`src/include/narrow_store_sub_defines.vh`:
```
`ifndef NARROW_STORE_SUB_DEFINES_VH
`define NARROW_STORE_SUB_DEFINES_VH

`define OPC5_HI 15
`define OPC5_LO 11
`define OPC7_LO 9
`define OPC5_STORE_BYTE_IMM 5'h0E
`define OPC5_STORE_HALF_IMM 5'h10
`define OPC5_SUB_SHORT 5'h07
`define OPC7_STORE_BYTE_REG 7'h2A
`define OPC7_STORE_HALF_REG 7'h29
`define OPC7_SUB_THREE 7'h0F

`define FLD_FIVE_BIT_OFFSET_FIELD_HI 10
`define FLD_FIVE_BIT_OFFSET_FIELD_LO 6
`define FLD_MID_HI 8
`define FLD_MID_LO 6
`define FLD_BASE_HI 5
`define FLD_BASE_LO 3
`define FLD_SRC_HI 2
`define FLD_SRC_LO 0
`define FLD_RDN_HI 10
`define FLD_RDN_LO 8
`define FLD_EIGHT_BIT_CONST_FIELD_HI 7
`define FLD_EIGHT_BIT_CONST_FIELD_LO 0

`define SIZE_NONE 2'h0
`define LANES_NONE 4'h0
`define REG_ZERO 3'h0
`define FLAGS_ZERO 4'h0
`define SIZE_BYTE 2'h1
`define SIZE_HALF 2'h2
`define STORE_BYTE_OP_LANES 4'h1
`define STORE_HALFWORD_OP_LANES 4'h3
`define WORD_ZERO 32'h0000_0000
`define BYTE_MASK 32'h0000_00FF
`define HALF_MASK 32'h0000_FFFF
`define SIGN_BIT 31

`endif

```
`src/verilog/store_narrow_and_sub_imm_exec.v`:
```
`include "narrow_store_sub_defines.vh"

module store_narrow_and_sub_imm_exec (
  input wire i_clk,
  input wire i_rstn,
  input wire i_valid,
  input wire [15:0] i_instr,
  input wire i_cond_pass,
  input wire i_inside_cond_block,
  input wire [31:0] i_base_val,
  input wire [31:0] i_offset_val,
  input wire [31:0] i_source_val,
  input wire [3:0] i_condition_flag_word,
  output reg o_mem_write,
  output reg [31:0] o_mem_addr,
  output reg [31:0] o_mem_wdata,
  output reg [1:0] o_mem_size,
  output reg [3:0] o_mem_lanes,
  output reg o_reg_write,
  output reg [2:0] o_reg_dest,
  output reg [31:0] o_reg_wdata,
  output reg o_flag_write,
  output reg [3:0] o_condition_flag_word,
  output reg o_decoded,
  output reg [2:0] o_rd_base_sel,
  output reg [2:0] o_rd_offset_sel,
  output reg [2:0] o_rd_source_sel
);
  reg [31:0] next_mem_addr;
  reg [31:0] next_mem_wdata;
  reg [1:0] next_mem_size;
  reg [3:0] next_mem_lanes;
  wire [3:0] next_flags;
  wire store_op;
  wire store_byte_imm;
  wire store_byte_reg;
  wire store_half_imm;
  wire store_half_reg;
  wire sub_three;
  wire sub_short;
  wire store_byte_op;
  wire store_halfword_op;
  wire subtract_set_flags_op;
  wire [4:0] five_bit_offset_field;
  wire [2:0] three_bit_const_field;
  wire [7:0] eight_bit_const_field;
  wire [2:0] base_reg_field;
  wire [2:0] source_reg_field;
  wire [2:0] offset_reg_field;
  wire [2:0] shared_reg_field;
  wire [31:0] offset_amount;
  wire [31:0] sub_imm;
  wire [31:0] diff;
  wire diff_carry;
  wire diff_overflow;
  wire fire;

  // Five-bit opcode compare, shared by every short-opcode form
  function match5;
    input [15:0] instr;
    input [4:0] code;
    begin
      match5 = (instr[`OPC5_HI:`OPC5_LO] == code);
    end
  endfunction

  // Seven-bit opcode compare, shared by every long-opcode form
  function match7;
    input [15:0] instr;
    input [6:0] code;
    begin
      match7 = (instr[`OPC5_HI:`OPC7_LO] == code);
    end
  endfunction

  // Zero extension of a short field to a full word
  function [31:0] zext8;
    input [7:0] value;
    begin
      zext8 = {24'h000000, value};
    end
  endfunction

  // Operand values are read outside this block; the selects below tell the
  // register file what to fetch, a cycle after the instruction was seen.
  assign store_byte_imm = match5(i_instr, `OPC5_STORE_BYTE_IMM);
  assign store_half_imm = match5(i_instr, `OPC5_STORE_HALF_IMM);
  assign sub_short = match5(i_instr, `OPC5_SUB_SHORT);
  assign store_byte_reg = match7(i_instr, `OPC7_STORE_BYTE_REG);
  assign store_half_reg = match7(i_instr, `OPC7_STORE_HALF_REG);
  assign sub_three = match7(i_instr, `OPC7_SUB_THREE);
  assign store_byte_op = store_byte_imm | store_byte_reg;
  assign store_halfword_op = store_half_imm | store_half_reg;
  assign subtract_set_flags_op = sub_three | sub_short;

  assign five_bit_offset_field = i_instr[`FLD_FIVE_BIT_OFFSET_FIELD_HI:`FLD_FIVE_BIT_OFFSET_FIELD_LO];
  assign three_bit_const_field = i_instr[`FLD_MID_HI:`FLD_MID_LO];
  assign eight_bit_const_field = i_instr[`FLD_EIGHT_BIT_CONST_FIELD_HI:`FLD_EIGHT_BIT_CONST_FIELD_LO];
  assign offset_reg_field = i_instr[`FLD_MID_HI:`FLD_MID_LO];
  assign base_reg_field = i_instr[`FLD_BASE_HI:`FLD_BASE_LO];
  assign source_reg_field = i_instr[`FLD_SRC_HI:`FLD_SRC_LO];
  assign shared_reg_field = i_instr[`FLD_RDN_HI:`FLD_RDN_LO];

  // Register-offset forms use the offset register unshifted
  assign offset_amount = store_byte_imm ? zext8({3'h0, five_bit_offset_field}) :
                         store_half_imm ? zext8({2'h0, five_bit_offset_field, 1'b0}) :
                         i_offset_val;

  assign sub_imm = sub_three ? zext8({5'h00, three_bit_const_field}) :
                   zext8(eight_bit_const_field);
  assign store_op = store_byte_op | store_halfword_op;

  carry_adder u_carry_adder (
    .i_a(i_base_val),
    .i_b(~sub_imm),
    .i_carry_in(1'b1),
    .o_sum(diff),
    .o_carry(diff_carry),
    .o_overflow(diff_overflow)
  );

  assign fire = i_valid & i_cond_pass;

  // Store address and data formed ahead of the register stage
  always @* begin
    next_mem_addr = i_base_val + offset_amount;
    if (store_byte_op) begin
      next_mem_wdata = i_source_val & `BYTE_MASK;
      next_mem_size = `SIZE_BYTE;
      next_mem_lanes = `STORE_BYTE_OP_LANES;
    end else begin
      next_mem_wdata = i_source_val & `HALF_MASK;
      next_mem_size = `SIZE_HALF;
      next_mem_lanes = `STORE_HALFWORD_OP_LANES;
    end
  end

  // Flags straight from the adder, never from a separate subtractor
  assign next_flags = {diff[`SIGN_BIT], (diff == `WORD_ZERO),
                       diff_carry, diff_overflow};

  // Decode status and register selects, updated every cycle
  always @(posedge i_clk or negedge i_rstn) begin
    if (!i_rstn) begin
      o_decoded <= 1'b0;
      o_rd_base_sel <= `REG_ZERO;
      o_rd_offset_sel <= `REG_ZERO;
      o_rd_source_sel <= `REG_ZERO;
    end else begin
      o_decoded <= i_valid & (store_op | subtract_set_flags_op);
      o_rd_base_sel <= sub_short ? shared_reg_field : base_reg_field;
      o_rd_offset_sel <= offset_reg_field;
      o_rd_source_sel <= source_reg_field;
    end
  end

  // Memory side; base register never written back by stores
  always @(posedge i_clk or negedge i_rstn) begin
    if (!i_rstn) begin
      o_mem_write <= 1'b0;
      o_mem_addr <= `WORD_ZERO;
      o_mem_wdata <= `WORD_ZERO;
      o_mem_size <= `SIZE_NONE;
      o_mem_lanes <= `LANES_NONE;
    end else begin
      o_mem_write <= fire & store_op;
      // Data lines hold the last store so a slow sink can read them late
      if (fire & store_op) begin
        o_mem_addr <= next_mem_addr;
        o_mem_wdata <= next_mem_wdata;
        o_mem_size <= next_mem_size;
        o_mem_lanes <= next_mem_lanes;
      end
    end
  end

  // Register write of the difference
  always @(posedge i_clk or negedge i_rstn) begin
    if (!i_rstn) begin
      o_reg_write <= 1'b0;
      o_reg_dest <= `REG_ZERO;
      o_reg_wdata <= `WORD_ZERO;
    end else begin
      o_reg_write <= fire & subtract_set_flags_op;
      if (fire & subtract_set_flags_op) begin
        o_reg_dest <= sub_short ? shared_reg_field : source_reg_field;
        o_reg_wdata <= diff;
      end
    end
  end

  // Flag word: the register write above still happens inside a conditional
  // block, only the flag update is held back there
  always @(posedge i_clk or negedge i_rstn) begin
    if (!i_rstn) begin
      o_flag_write <= 1'b0;
      o_condition_flag_word <= `FLAGS_ZERO;
    end else begin
      o_flag_write <= fire & subtract_set_flags_op & ~i_inside_cond_block;
      if (fire & subtract_set_flags_op & ~i_inside_cond_block) begin
        o_condition_flag_word <= next_flags;
      end else if (!o_flag_write) begin
        // Hold one cycle after an update so the new flags reach the core
        o_condition_flag_word <= i_condition_flag_word;
      end
    end
  end
endmodule

```
`src/verilog/carry_adder.v`:
```
`include "narrow_store_sub_defines.vh"

module carry_adder (
  input wire [31:0] i_a,
  input wire [31:0] i_b,
  input wire i_carry_in,
  output wire [31:0] o_sum,
  output wire o_carry,
  output wire o_overflow
);
  wire [32:0] full_sum;

  assign full_sum = {1'b0, i_a} + {1'b0, i_b} + {32'h0000_0000, i_carry_in};
  assign o_sum = full_sum[31:0];
  assign o_carry = full_sum[32];
  // Signed overflow: same-sign inputs giving a sign change
  assign o_overflow = (i_a[`SIGN_BIT] == i_b[`SIGN_BIT]) &&
                      (full_sum[`SIGN_BIT] != i_a[`SIGN_BIT]);
endmodule

```
`config.mk`:
```
export PLATFORM = sky130hd
export DESIGN_NAME = store_narrow_and_sub_imm_exec
export DESIGN_NICKNAME = d
export VERILOG_FILES = /design/src/verilog/store_narrow_and_sub_imm_exec.v /design/src/verilog/carry_adder.v
export VERILOG_INCLUDE_DIRS = /design/src /design/src/include
export SDC_FILE = /design/constraint.sdc
export NUM_CORES = 1
export LEC_CHECK = 0
export BUFFER_PORTS_ARGS = -buffer_cell sky130_fd_sc_hd__buf_4
export CAP_MARGIN = 20
export CORE_MARGIN = 8
export CORE_UTILIZATION = 35
export DETAILED_ROUTE_END_ITERATION = 8
export PLACE_DENSITY = 0.72
export SYNTH_ARGS = -nofsm -noshare
export SYNTH_HDL_FRONTEND = slang
export SYNTH_SLANG_ARGS = --single-unit
```
`constraint.sdc`:
```
create_clock -name i_clk -period 1.7 [get_ports i_clk]
set_input_delay 0.17 -clock i_clk [delete_from_list [all_inputs] [get_ports i_clk]]
set_output_delay 0.17 -clock i_clk [all_outputs]
set_load 0.02 [all_outputs]
```
=== Yosys cells after proc, flatten, opt, wreduce, memory -nomap -nowiden ===
Index checks and enable logic that the tools add are counted.

* Bitwise logic cells: 12
* Eq/ne operators: 9
* Reduce and logical (&&, ||, !) cells: 2
* Multiplexer cells: 10
* $add $sub $neg: 3

{| class="wikitable"
|+ Operator list
! kind !! count
|-
| $mux W32 || 2
|-
| $add A32 B32 Y33 || 1
|-
| $add A33 B1 Y33 const B || 1
|-
| $add A32 B32 Y32 || 1
|-
| $logic_not A32 Y1 || 1
|-
| $not A8 Y32 || 1
|-
| $mux W16 || 1
|-
| $eq A7 B6 Y1 const B || 2
|-
| $mux W4 || 2
|-
| $mux W8 || 1
|-
| $eq A7 B4 Y1 const B || 1
|-
| $mux W3 || 2
|-
| $and A1 B1 Y1 || 5
|-
| $eq A5 B3 Y1 const B || 1
|-
| $eq A5 B4 Y1 const B || 1
|-
| $eq A5 B5 Y1 const B || 1
|-
| $or A1 B1 Y1 || 5
|-
| $mux W2 || 2
|-
| $ne A2 B1 Y1 const B || 1
|-
| $eq A1 B1 Y1 || 1
|-
| $logic_and A1 B1 Y1 || 1
|-
| $ne A1 B1 Y1 || 1
|-
| $not A1 Y1 || 1
|}

* Register bits after elaboration: 122
* Word-level logic and storage cells: 50

=== Longest topological paths before layout ===
Gate-level depths: netlist of the first run.

* Depth after elaboration: 8
* Gate-level depth with buffers: 20

=== Cells and area by module ===
From an unflattened synthesis of the first run, not the netlist that was laid out.

* Cells, all modules: 869
* Area, all modules: 7835.0 µm²

{| class="wikitable"
|+ Modules (own cells, without submodules)
! module !! instances !! area each (µm²) !! cells an instance
|-
| store_narrow_and_sub_imm_exec || 1 || 6148.4 || 641
|-
| carry_adder || 1 || 1686.6 || 228
|}

=== Worst setup path after synthesis of the first run ===
OpenSTA, ideal clock, no wires.

* Path kind: in2reg
* Start point: in i_instr[10]
* End point: reg o_condition_flag_word[2]
* Path buffers: 1
* Slack: -2.258 ns
* Data required time: 1.605 ns
* Stages: 19
* Arrival time: 3.863 ns
* Cells stage by stage: clkbuf_1 > nand4b_1 > mux2i_1 > ha_1 > nor2b_1 > o31ai_1 > a21oi_1 > nor4_1 > o211ai_2 > nor2_1 > ha_1 > nor4_1 > nand2_1 > nor3_1 > and4b_1 > nand4_1 > nor4_1 > o2111ai_1 > o31ai_1

* Longest elaborated chain between the ends: 7

{| class="wikitable"
|+ RTL lines
! element !! RTL line !! RTL
|-
| from (decl) || store_narrow_and_sub_imm_exec.v:7 || <nowiki>input wire [15:0] i_instr,</nowiki>
|-
| $eq A7 B4 Y1 || store_narrow_and_sub_imm_exec.v:72 || <nowiki>match7 = (instr[`OPC5_HI:`OPC7_LO] == code);</nowiki>
|-
| $mux W8 || store_narrow_and_sub_imm_exec.v:109 || <nowiki>assign sub_imm = sub_three ? zext8({5'h00, three_bit_const_field}) :</nowiki>
|-
| $not A8 Y32 || store_narrow_and_sub_imm_exec.v:115 || <nowiki>.i_b(~sub_imm),</nowiki>
|-
| $add A32 B32 Y33 || carry_adder.v:13 || <nowiki>assign full_sum = {1'b0, i_a} + {1'b0, i_b} + {32'h0000_0000, i_carry_in};</nowiki>
|-
| $add A33 B1 Y33 || carry_adder.v:13 ||
|-
| named net diff[31] || store_narrow_and_sub_imm_exec.v:53 || <nowiki>wire [31:0] diff;</nowiki>
|-
| $logic_not A32 Y1 (no source line) || n/a ||
|-
| $mux W4 || store_narrow_and_sub_imm_exec.v:200 || <nowiki>if (fire & subtract_set_flags_op & ~i_inside_cond_block) begin</nowiki>
|-
| to (signal assigned) || store_narrow_and_sub_imm_exec.v:197 || <nowiki>o_condition_flag_word <= `FLAGS_ZERO;</nowiki>
|-
| to (signal assigned) || store_narrow_and_sub_imm_exec.v:201 || <nowiki>o_condition_flag_word <= next_flags;</nowiki>
|-
| to (signal assigned) || store_narrow_and_sub_imm_exec.v:204 || <nowiki>o_condition_flag_word <= i_condition_flag_word;</nowiki>
|-
| to (decl) || store_narrow_and_sub_imm_exec.v:23 || <nowiki>output reg [3:0] o_condition_flag_word,</nowiki>
|}

The timed path passes the listed nets, and every way through them passes these cells.
A chain may end at the register's enable or synchronous reset.

=== Worst setup path after layout of the first run ===
* Start point: in i_instr[15]
* End point: reg o_condition_flag_word[2]

The elaborated chain is that of the path after synthesis.

==> flow_summary.yaml, run 1 <==
outcome:
  status: "finished with violations"
  violations: "negative setup slack"
logic_synthesis:
  avgSynthCellArea_um2: 8.691
  yosysMostFrequentCell: "nand2_1"
  synthArstFlopShare_pct: 100.0
  synth_flop_cell: "dfrtp_1"
  ys_top_cells_by_count: "nand2_1 (138), dfrtp_1 (103), o21ai_0 (78), ha_1 (40), a21oi_1 (39)"
  yosys_warnings: 0
  syn_area_um2: 6761
  ys_ff_latch: 103
  ys_types: 60
  synth.area.top_cells: "dfrtp_1 (38%), nand2_1 (7.7%), ha_1 (7.4%)"
  synth_top_area_share_pct: 38.12
  synth_edf_count: 0
  syn_inst: 778
  ys_seq_area_share_pct: 38.12
  yosysTopAreaCell: "dfrtp_1"
cells_and_area:
  drive_gt1_share_pct: 52.69
  num-fill-cells: 1434
  post-route-util_pct: 63.43
  areaGrowthSynthToFinish_pct: 80.18
  final_nets: 1388
power:
  switching_share_pct: 36.81
  p_int_uw: 6340
  p_per_area_nw_per_um2: 823.6
  p_leak_uw: 0.005850
  comb_power_share_pct: 46.6
  peakVddDrop_v: 0.0005048
  p_switching_uw: 3694
  pwr-share-seq_pct: 32.5
  clockPowerShare_pct: 20.9
  fin_total_pwr_uw: 10030
clocking:
  cts.sinks: 103
  cts_tree: "done"
  cts_buffer_depth: 2
  cts.reportedPaths.clkPinSlew_ps: 70
  clkLatencyLatePin_ps: 360
  numCtsBuffers: 9
  root_buffer: "clkbuf_16"
  cts_max_level: 3
sta:
  finalHoldViolCount: 0
  max_freq_mhz: 283.1
  postLayoutSetupSlackWorst_ps: -1832
  relSlewSlack_pct: 61.23
  worst_pin_slew_ps: 575.4
  finalSetupViolCount: 66
  rsz0062_at_grt: "true"
  fin_setup_tns_ps: -73120
  drv_slew: 0
  fin_worst_skew_ps: 1.458
  min_period_over_period_pct: 207.8
  hold_ws_ps: 0.4088
  min_period_ps: 3532
route:
  dr.pass1.iters: 4
  ant_nets: 0
  viasPerCell: 5.219
  drc_errors: 0
  via_count: 7807
  post_drt_wl_per_cell_um: 19.18
  drt_iter0_drc: 592
  drt_wl_total_um: 28690
die:
  die_w_um: 155.0
  dieArea_um2: 24020
  start_util_pct: 35.20
  core-area_um2: 19210
  rows: 51
  die_y_um: 155.0
  pin_count: 243
grt:
  grt_antenna_before_repair: 3
  track_usage_pct: 21.53
  grt_pass1_wl_um: 40720
  overflow: 0
  grt_pass1_vias: 7616
  grt_max_degree: 55
flow_run:
  max_cap_violations: 0
placed_design:
  portBuffers: 208
  gp_congestion: 0.9213
  dp_hpwl_um: 19810
  post-place-ws_ps: -2167
critical_path:
  path_max_fanout: 2
  cp-start-kind: "primary input"
  critPathCaptureType: "flip-flop"
  worstPathRequired_ps: 1980
  critPathKind: "in2reg"
  crit_arrival_ps: 3810
hold_path:
  hold_path_class: "in2reg"
registers in the layout (all words and copies together) (netlist names), 2 cells and up:
register               flops
o_reg_dest                 3
o_mem_wdata               16
o_condition_flag_word      4
o_rd_offset_sel            3
o_mem_size                 2
o_mem_addr                32
o_rd_base_sel              3
o_reg_wdata               32
o_rd_source_sel            3
metrics by stage:
stage | area (µm²) | instances
finish | 12180 | 1496
global route | 12180 | 1496
CTS | 11540 | 1474
detailed placement | 10290 | 1423
global placement | 10290 | 1423
floorplan | 7101 | 795
cell usage in the layout, fill, tap and decap left out, types with 7 or more instances in the layout:
cell type / Yosys / routed
conb_1: 1 / 18
and2_1: 30 / 19
dfrtp_1: 103 / 103
mux2i_1: 14 / 13
dlygate4sd3_1: 0 / 8
ha_1: 40 / 22
a21o_1: 12 / 12
nor2_1: 34 / 27
and2_4: 0 / 11
nand2_2: 0 / 8
nand2_1: 138 / 129
a22o_1: 10 / 10
buf_4: 19 / 399
nand2b_1: 11 / 9
o21a_1: 13 / 13
xnor2_2: 0 / 10
o21ai_1: 3 / 43
buf_6: 0 / 49
or3_1: 9 / 7
ha_4: 0 / 16
inv_1: 16 / 12
clkbuf_16: 0 / 9
xnor2_1: 24 / 12
xor2_1: 17 / 13
a21oi_1: 39 / 19
o21ai_2: 1 / 21
a21oi_2: 0 / 16
o21ai_0: 78 / 12
critical path, stage by stage:
cell	delay, ps
buf_6	90
nand4bb_4	220
inv_2	70
nand4b_1	170
mux2i_1	300
ha_1	290
nor2b_4	140
o31ai_4	230
a21oi_2	100
nor4_2	240
o211ai_2	140
nor2_1	130
ha_1	250
nor4_1	170
nand2_1	100
nor3_2	120
and4b_1	220
nand4_1	100
nor4_1	180
o2111ai_1	150
o31ai_1	200
layout make-up:
cell class              count  area (µm²)  area share [%]
repair buffers            466        3855           31.64
multi-input cells         629        5070           41.61
diodes                      3       7.507         0.06162
inverters                  16       62.56          0.5135
clock buffers              11       232.7           1.910
flip-flops and latches    103        2577           21.16
well taps                 265       331.6           2.722
clock inverters             3       46.29          0.3800
what timing repair did:
action	in CTS	in global routing
pin swaps	77	85
setup buffers	29	29
resized for setup	156	100
hold endpoints to repair	22	0
hold buffers	8	0
cloned	5	0
setup endpoints to repair	87	85
worst paths after layout:
kind | slack (ps) | start | cells past startpoint | to
hold reg to reg | 470 | o_reg_wdata[22] | 2 | o_reg_wdata[22]
max in group asynchronous | 780 | i_rstn | 3 | o_reg_wdata[16]
setup / recovery | -1830 | i_instr[15] | 21 | o_condition_flag_word[2]
setup reg to reg | 540 | o_flag_write | 3 | o_condition_flag_word[2]
hold / removal | 0.4 | i_source_val[0] | 3 | o_mem_wdata[0]
min in group asynchronous | 210 | i_rstn | 2 | o_mem_addr[4]
power by group through the flow:
| stage | clock [µW] | sequential (µW) | combinational, µW |
|---|---|---|---|
| after detailed placement | 0 | 3300 | 3950 |
| after floorplan | 0 | 3900 | 1350 |
| final | 2100 | 3260 | 4670 |
| after CTS | 2110 | 3260 | 4320 |
| after global placement | 0 | 3280 | 3900 |
| after global routing | 2220 | 3320 | 4960 |
cell families after synthesis:
logic type / Yosys count / share of synthesized area, %
XOR/XNOR: 41 / 5.311
flip-flops: 103 / 38.12
adder cells (fa/ha/maj): 42 / 7.994
buffers and inverters: 65 / 4.663
other: 1 / 0.05546
multiplexers: 20 / 3.072
AND/OR/NAND/NOR: 294 / 21.13
AO/OA/AOI/OAI: 212 / 19.65
layer usage:
metal  share of wire, %  vias up  global-route usage, %
met3                5.6       92                  4.355
met5                  0        -                      0
met2                 48      316                  35.52
li1                   -     3628                      -
met1                 41     3771                  26.10
met4                5.7        0                  11.39
Power figures use the tool's default switching activity.
==> run 2: changes to the inputs <==
- PLACE_DENSITY: 0.72 -> not set
==> run 2 against run 1 <==
Against the previous run:
- largest power group unchanged
- highest routed layer is now met5
- sequential power about the same
- final cell count grew 0.20%
- the run still ends with negative setup slack left
- critical path depth increased by 2
- critical path type unchanged
- clock skew is 4.6 ps higher
- largest cell class unchanged
- core utilization increased by 0.68 points
- register-to-register slack improved by 110 ps
==> flow_summary.yaml, run 2 (synthesis results as in run 1) <==
outcome:
  status: "finished with violations"
  violations: "negative setup slack"
route:
  viasPerCell: 4.960
  drt_wl_total_um: 26630
  via_count: 7435
  post_drt_wl_per_cell_um: 17.76
  dr.pass1.iters: 5
  ant_nets: 0
  drt_iter0_drc: 361
  drc_errors: 0
cells_and_area:
  areaGrowthSynthToFinish_pct: 82.12
  drive_gt1_share_pct: 52.96
  stdcell_area_um2: 12310
  final_cell_mix: "buf_4 (395), nand2_1 (131), dfrtp_1 (103)"
  final_common_cell: "buf_4"
  final_nets: 1391
  reg.largest.list: "o_mem_addr (32), o_reg_wdata (32), o_mem_wdata (16)"
clocking:
  cts_max_level: 3
  cts_tree: "done"
  cts.reportedPaths.clkPinSlew_ps: 70
  numCtsBuffers: 9
  cts_buffer_depth: 2
  clkLatencyLatePin_ps: 360
  cts.sinks: 103
  root_buffer: "clkbuf_16"
flow_run:
  max_cap_violations: 0
critical_path:
  path_max_fanout: 4
  crit_path_max_incr_delay_ps: 260
  worstPathRequired_ps: 1970
  cpMaxStageDelayCell: "ha_1"
  crit_arrival_ps: 3710
  ff2ff_path_depth: 3
  path_delay_family: "simple AND/OR/NAND/NOR gates"
  regToRegStartpoint: "o_flag_write"
  critPathCapture: "o_condition_flag_word[2]"
  regToRegSetupSlack_ps: 650
  crit_buf_inv: 5
  cp-start-kind: "primary input"
  timing.critical_path.cells: "buf_6, nand4bb_4, inv_2, nand4b_1, buf_4, buf_4, buf_4, nand2_1, ha_1, o21ai_1, a21oi_2, nor4_2, o211ai_2, nor2_1, ha_1, nor4_2, nand2_1, nor3_2, and4b_1, nand4_1, nor4_2, o2111ai_1, o31ai_1"
  crit_path_start: "i_instr[15]"
  critPathKind: "in2reg"
  critPathCaptureType: "flip-flop"
  worst-path-stages: 23
  r2r_end: "o_condition_flag_word[2]"
sta:
  postLayoutSetupSlackWorst_ps: -1746
  fin_worst_skew_ps: 6.042
  rsz0062_at_grt: "true"
  min_period_over_period_pct: 202.7
  worst_pin_slew_ps: 578.2
  min_period_ps: 3446
  max_freq_mhz: 290.2
  drv_slew: 0
  finalHoldViolCount: 0
  hold_ws_ps: 23.44
  finalSetupViolCount: 66
  relSlewSlack_pct: 61.31
die:
  rows: 51
  die_y_um: 155.0
  die_w_um: 155.0
  pin_count: 243
  dieArea_um2: 24020
  start_util_pct: 35.20
  core-area_um2: 19210
placed_design:
  placed_cell_area_um2: 10270
  portBuffers: 208
  gp_congestion: 0.8701
  dp_hpwl_um: 19470
grt:
  grt_pass1_vias: 7545
  track_usage_pct: 21.22
  grt_pass1_wl_um: 40380
  grt_antenna_before_repair: 2
  overflow: 0
  grt_max_degree: 42
hold_path:
  hold_path_class: "in2reg"
power:
  peakVddDrop_v: 0.0004790
  p_per_area_nw_per_um2: 816.7
  p_leak_uw: 0.005928
## run 2: worst reg2reg max path: stages, from the launching register on
cell,delay [ps]
dfrtp_1,370
mux2_2,330
o21ai_0,110
o31ai_1,110
## run 2: worst min-delay path by stage
stage / start / to / slack, ps / depth (start not counted)
3_3_place_gp: i_rstn / o_mem_addr[3] / 140 / 1
2_1_floorplan: i_rstn / o_condition_flag_word[0] / -130 / 0
4_1_cts: i_source_val[8] / o_mem_wdata[8] / 10 / 2
6_report: i_source_val[12] / o_mem_wdata[12] / 20 / 2
5_1_grt: i_instr[0] / o_rd_source_sel[0] / 20 / 2
3_5_place_dp: i_rstn / o_mem_addr[3] / 140 / 1
## run 2: final cells by class
cell class | count | area (µm²)
diodes | 1 | 2.502
flip-flops and latches | 103 | 2577
well taps | 265 | 331.6
inverters | 16 | 62.56
fillers | 1543 | 6893
multi-input cells | 628 | 5130
clock inverters | 4 | 52.55
clock buffers | 12 | 246.5
repair buffers | 470 | 3911
## run 2: per-stage QoR
step | setup TNS [ps] | setup WS, ps | power (µW) | util, % | cells
6_report | -64620 | -1746 | 10060 | 64.11 | 1499
5_1_grt | -72810 | -2033 | 10610 | 64.11 | 1499
4_1_cts | -62980 | -1687 | 9852 | 61.27 | 1484
3_3_place_gp | -100750 | -2180 | 7186 | 53.45 | 1420
3_5_place_dp | -102740 | -2175 | 7219 | 53.45 | 1420
2_1_floorplan | -63230 | -1976 | 5251 | - | 795
## run 2: power breakdown
group	internal [µW]	leakage, µW	switching [µW]
Clock	1190	0.000147	1000
Combinational	2270	0.00446	2340
Sequential	2960	0.00132	289
## run 2: routing by layer
layer / track usage (%) / vias up / wire, µm
li1: - / 3634 / -
met1: 25.91 / 3511 / 11330
met2: 35.10 / 222 / 12830
met3: 4.078 / 66 / 1331
met4: 10.87 / 2 / 1116
met5: 0 / - / 13
## run 2: repair_timing
item                                    in CTS  in global routing
gates resized for setup                    162                 92
cloned                                       5                  0
buffers inserted                            36                 23
pin swaps                                   94                 91
endpoints found under the setup margin      79                 76
endpoints found under the hold margin       35                  0
hold buffers                                11                  0
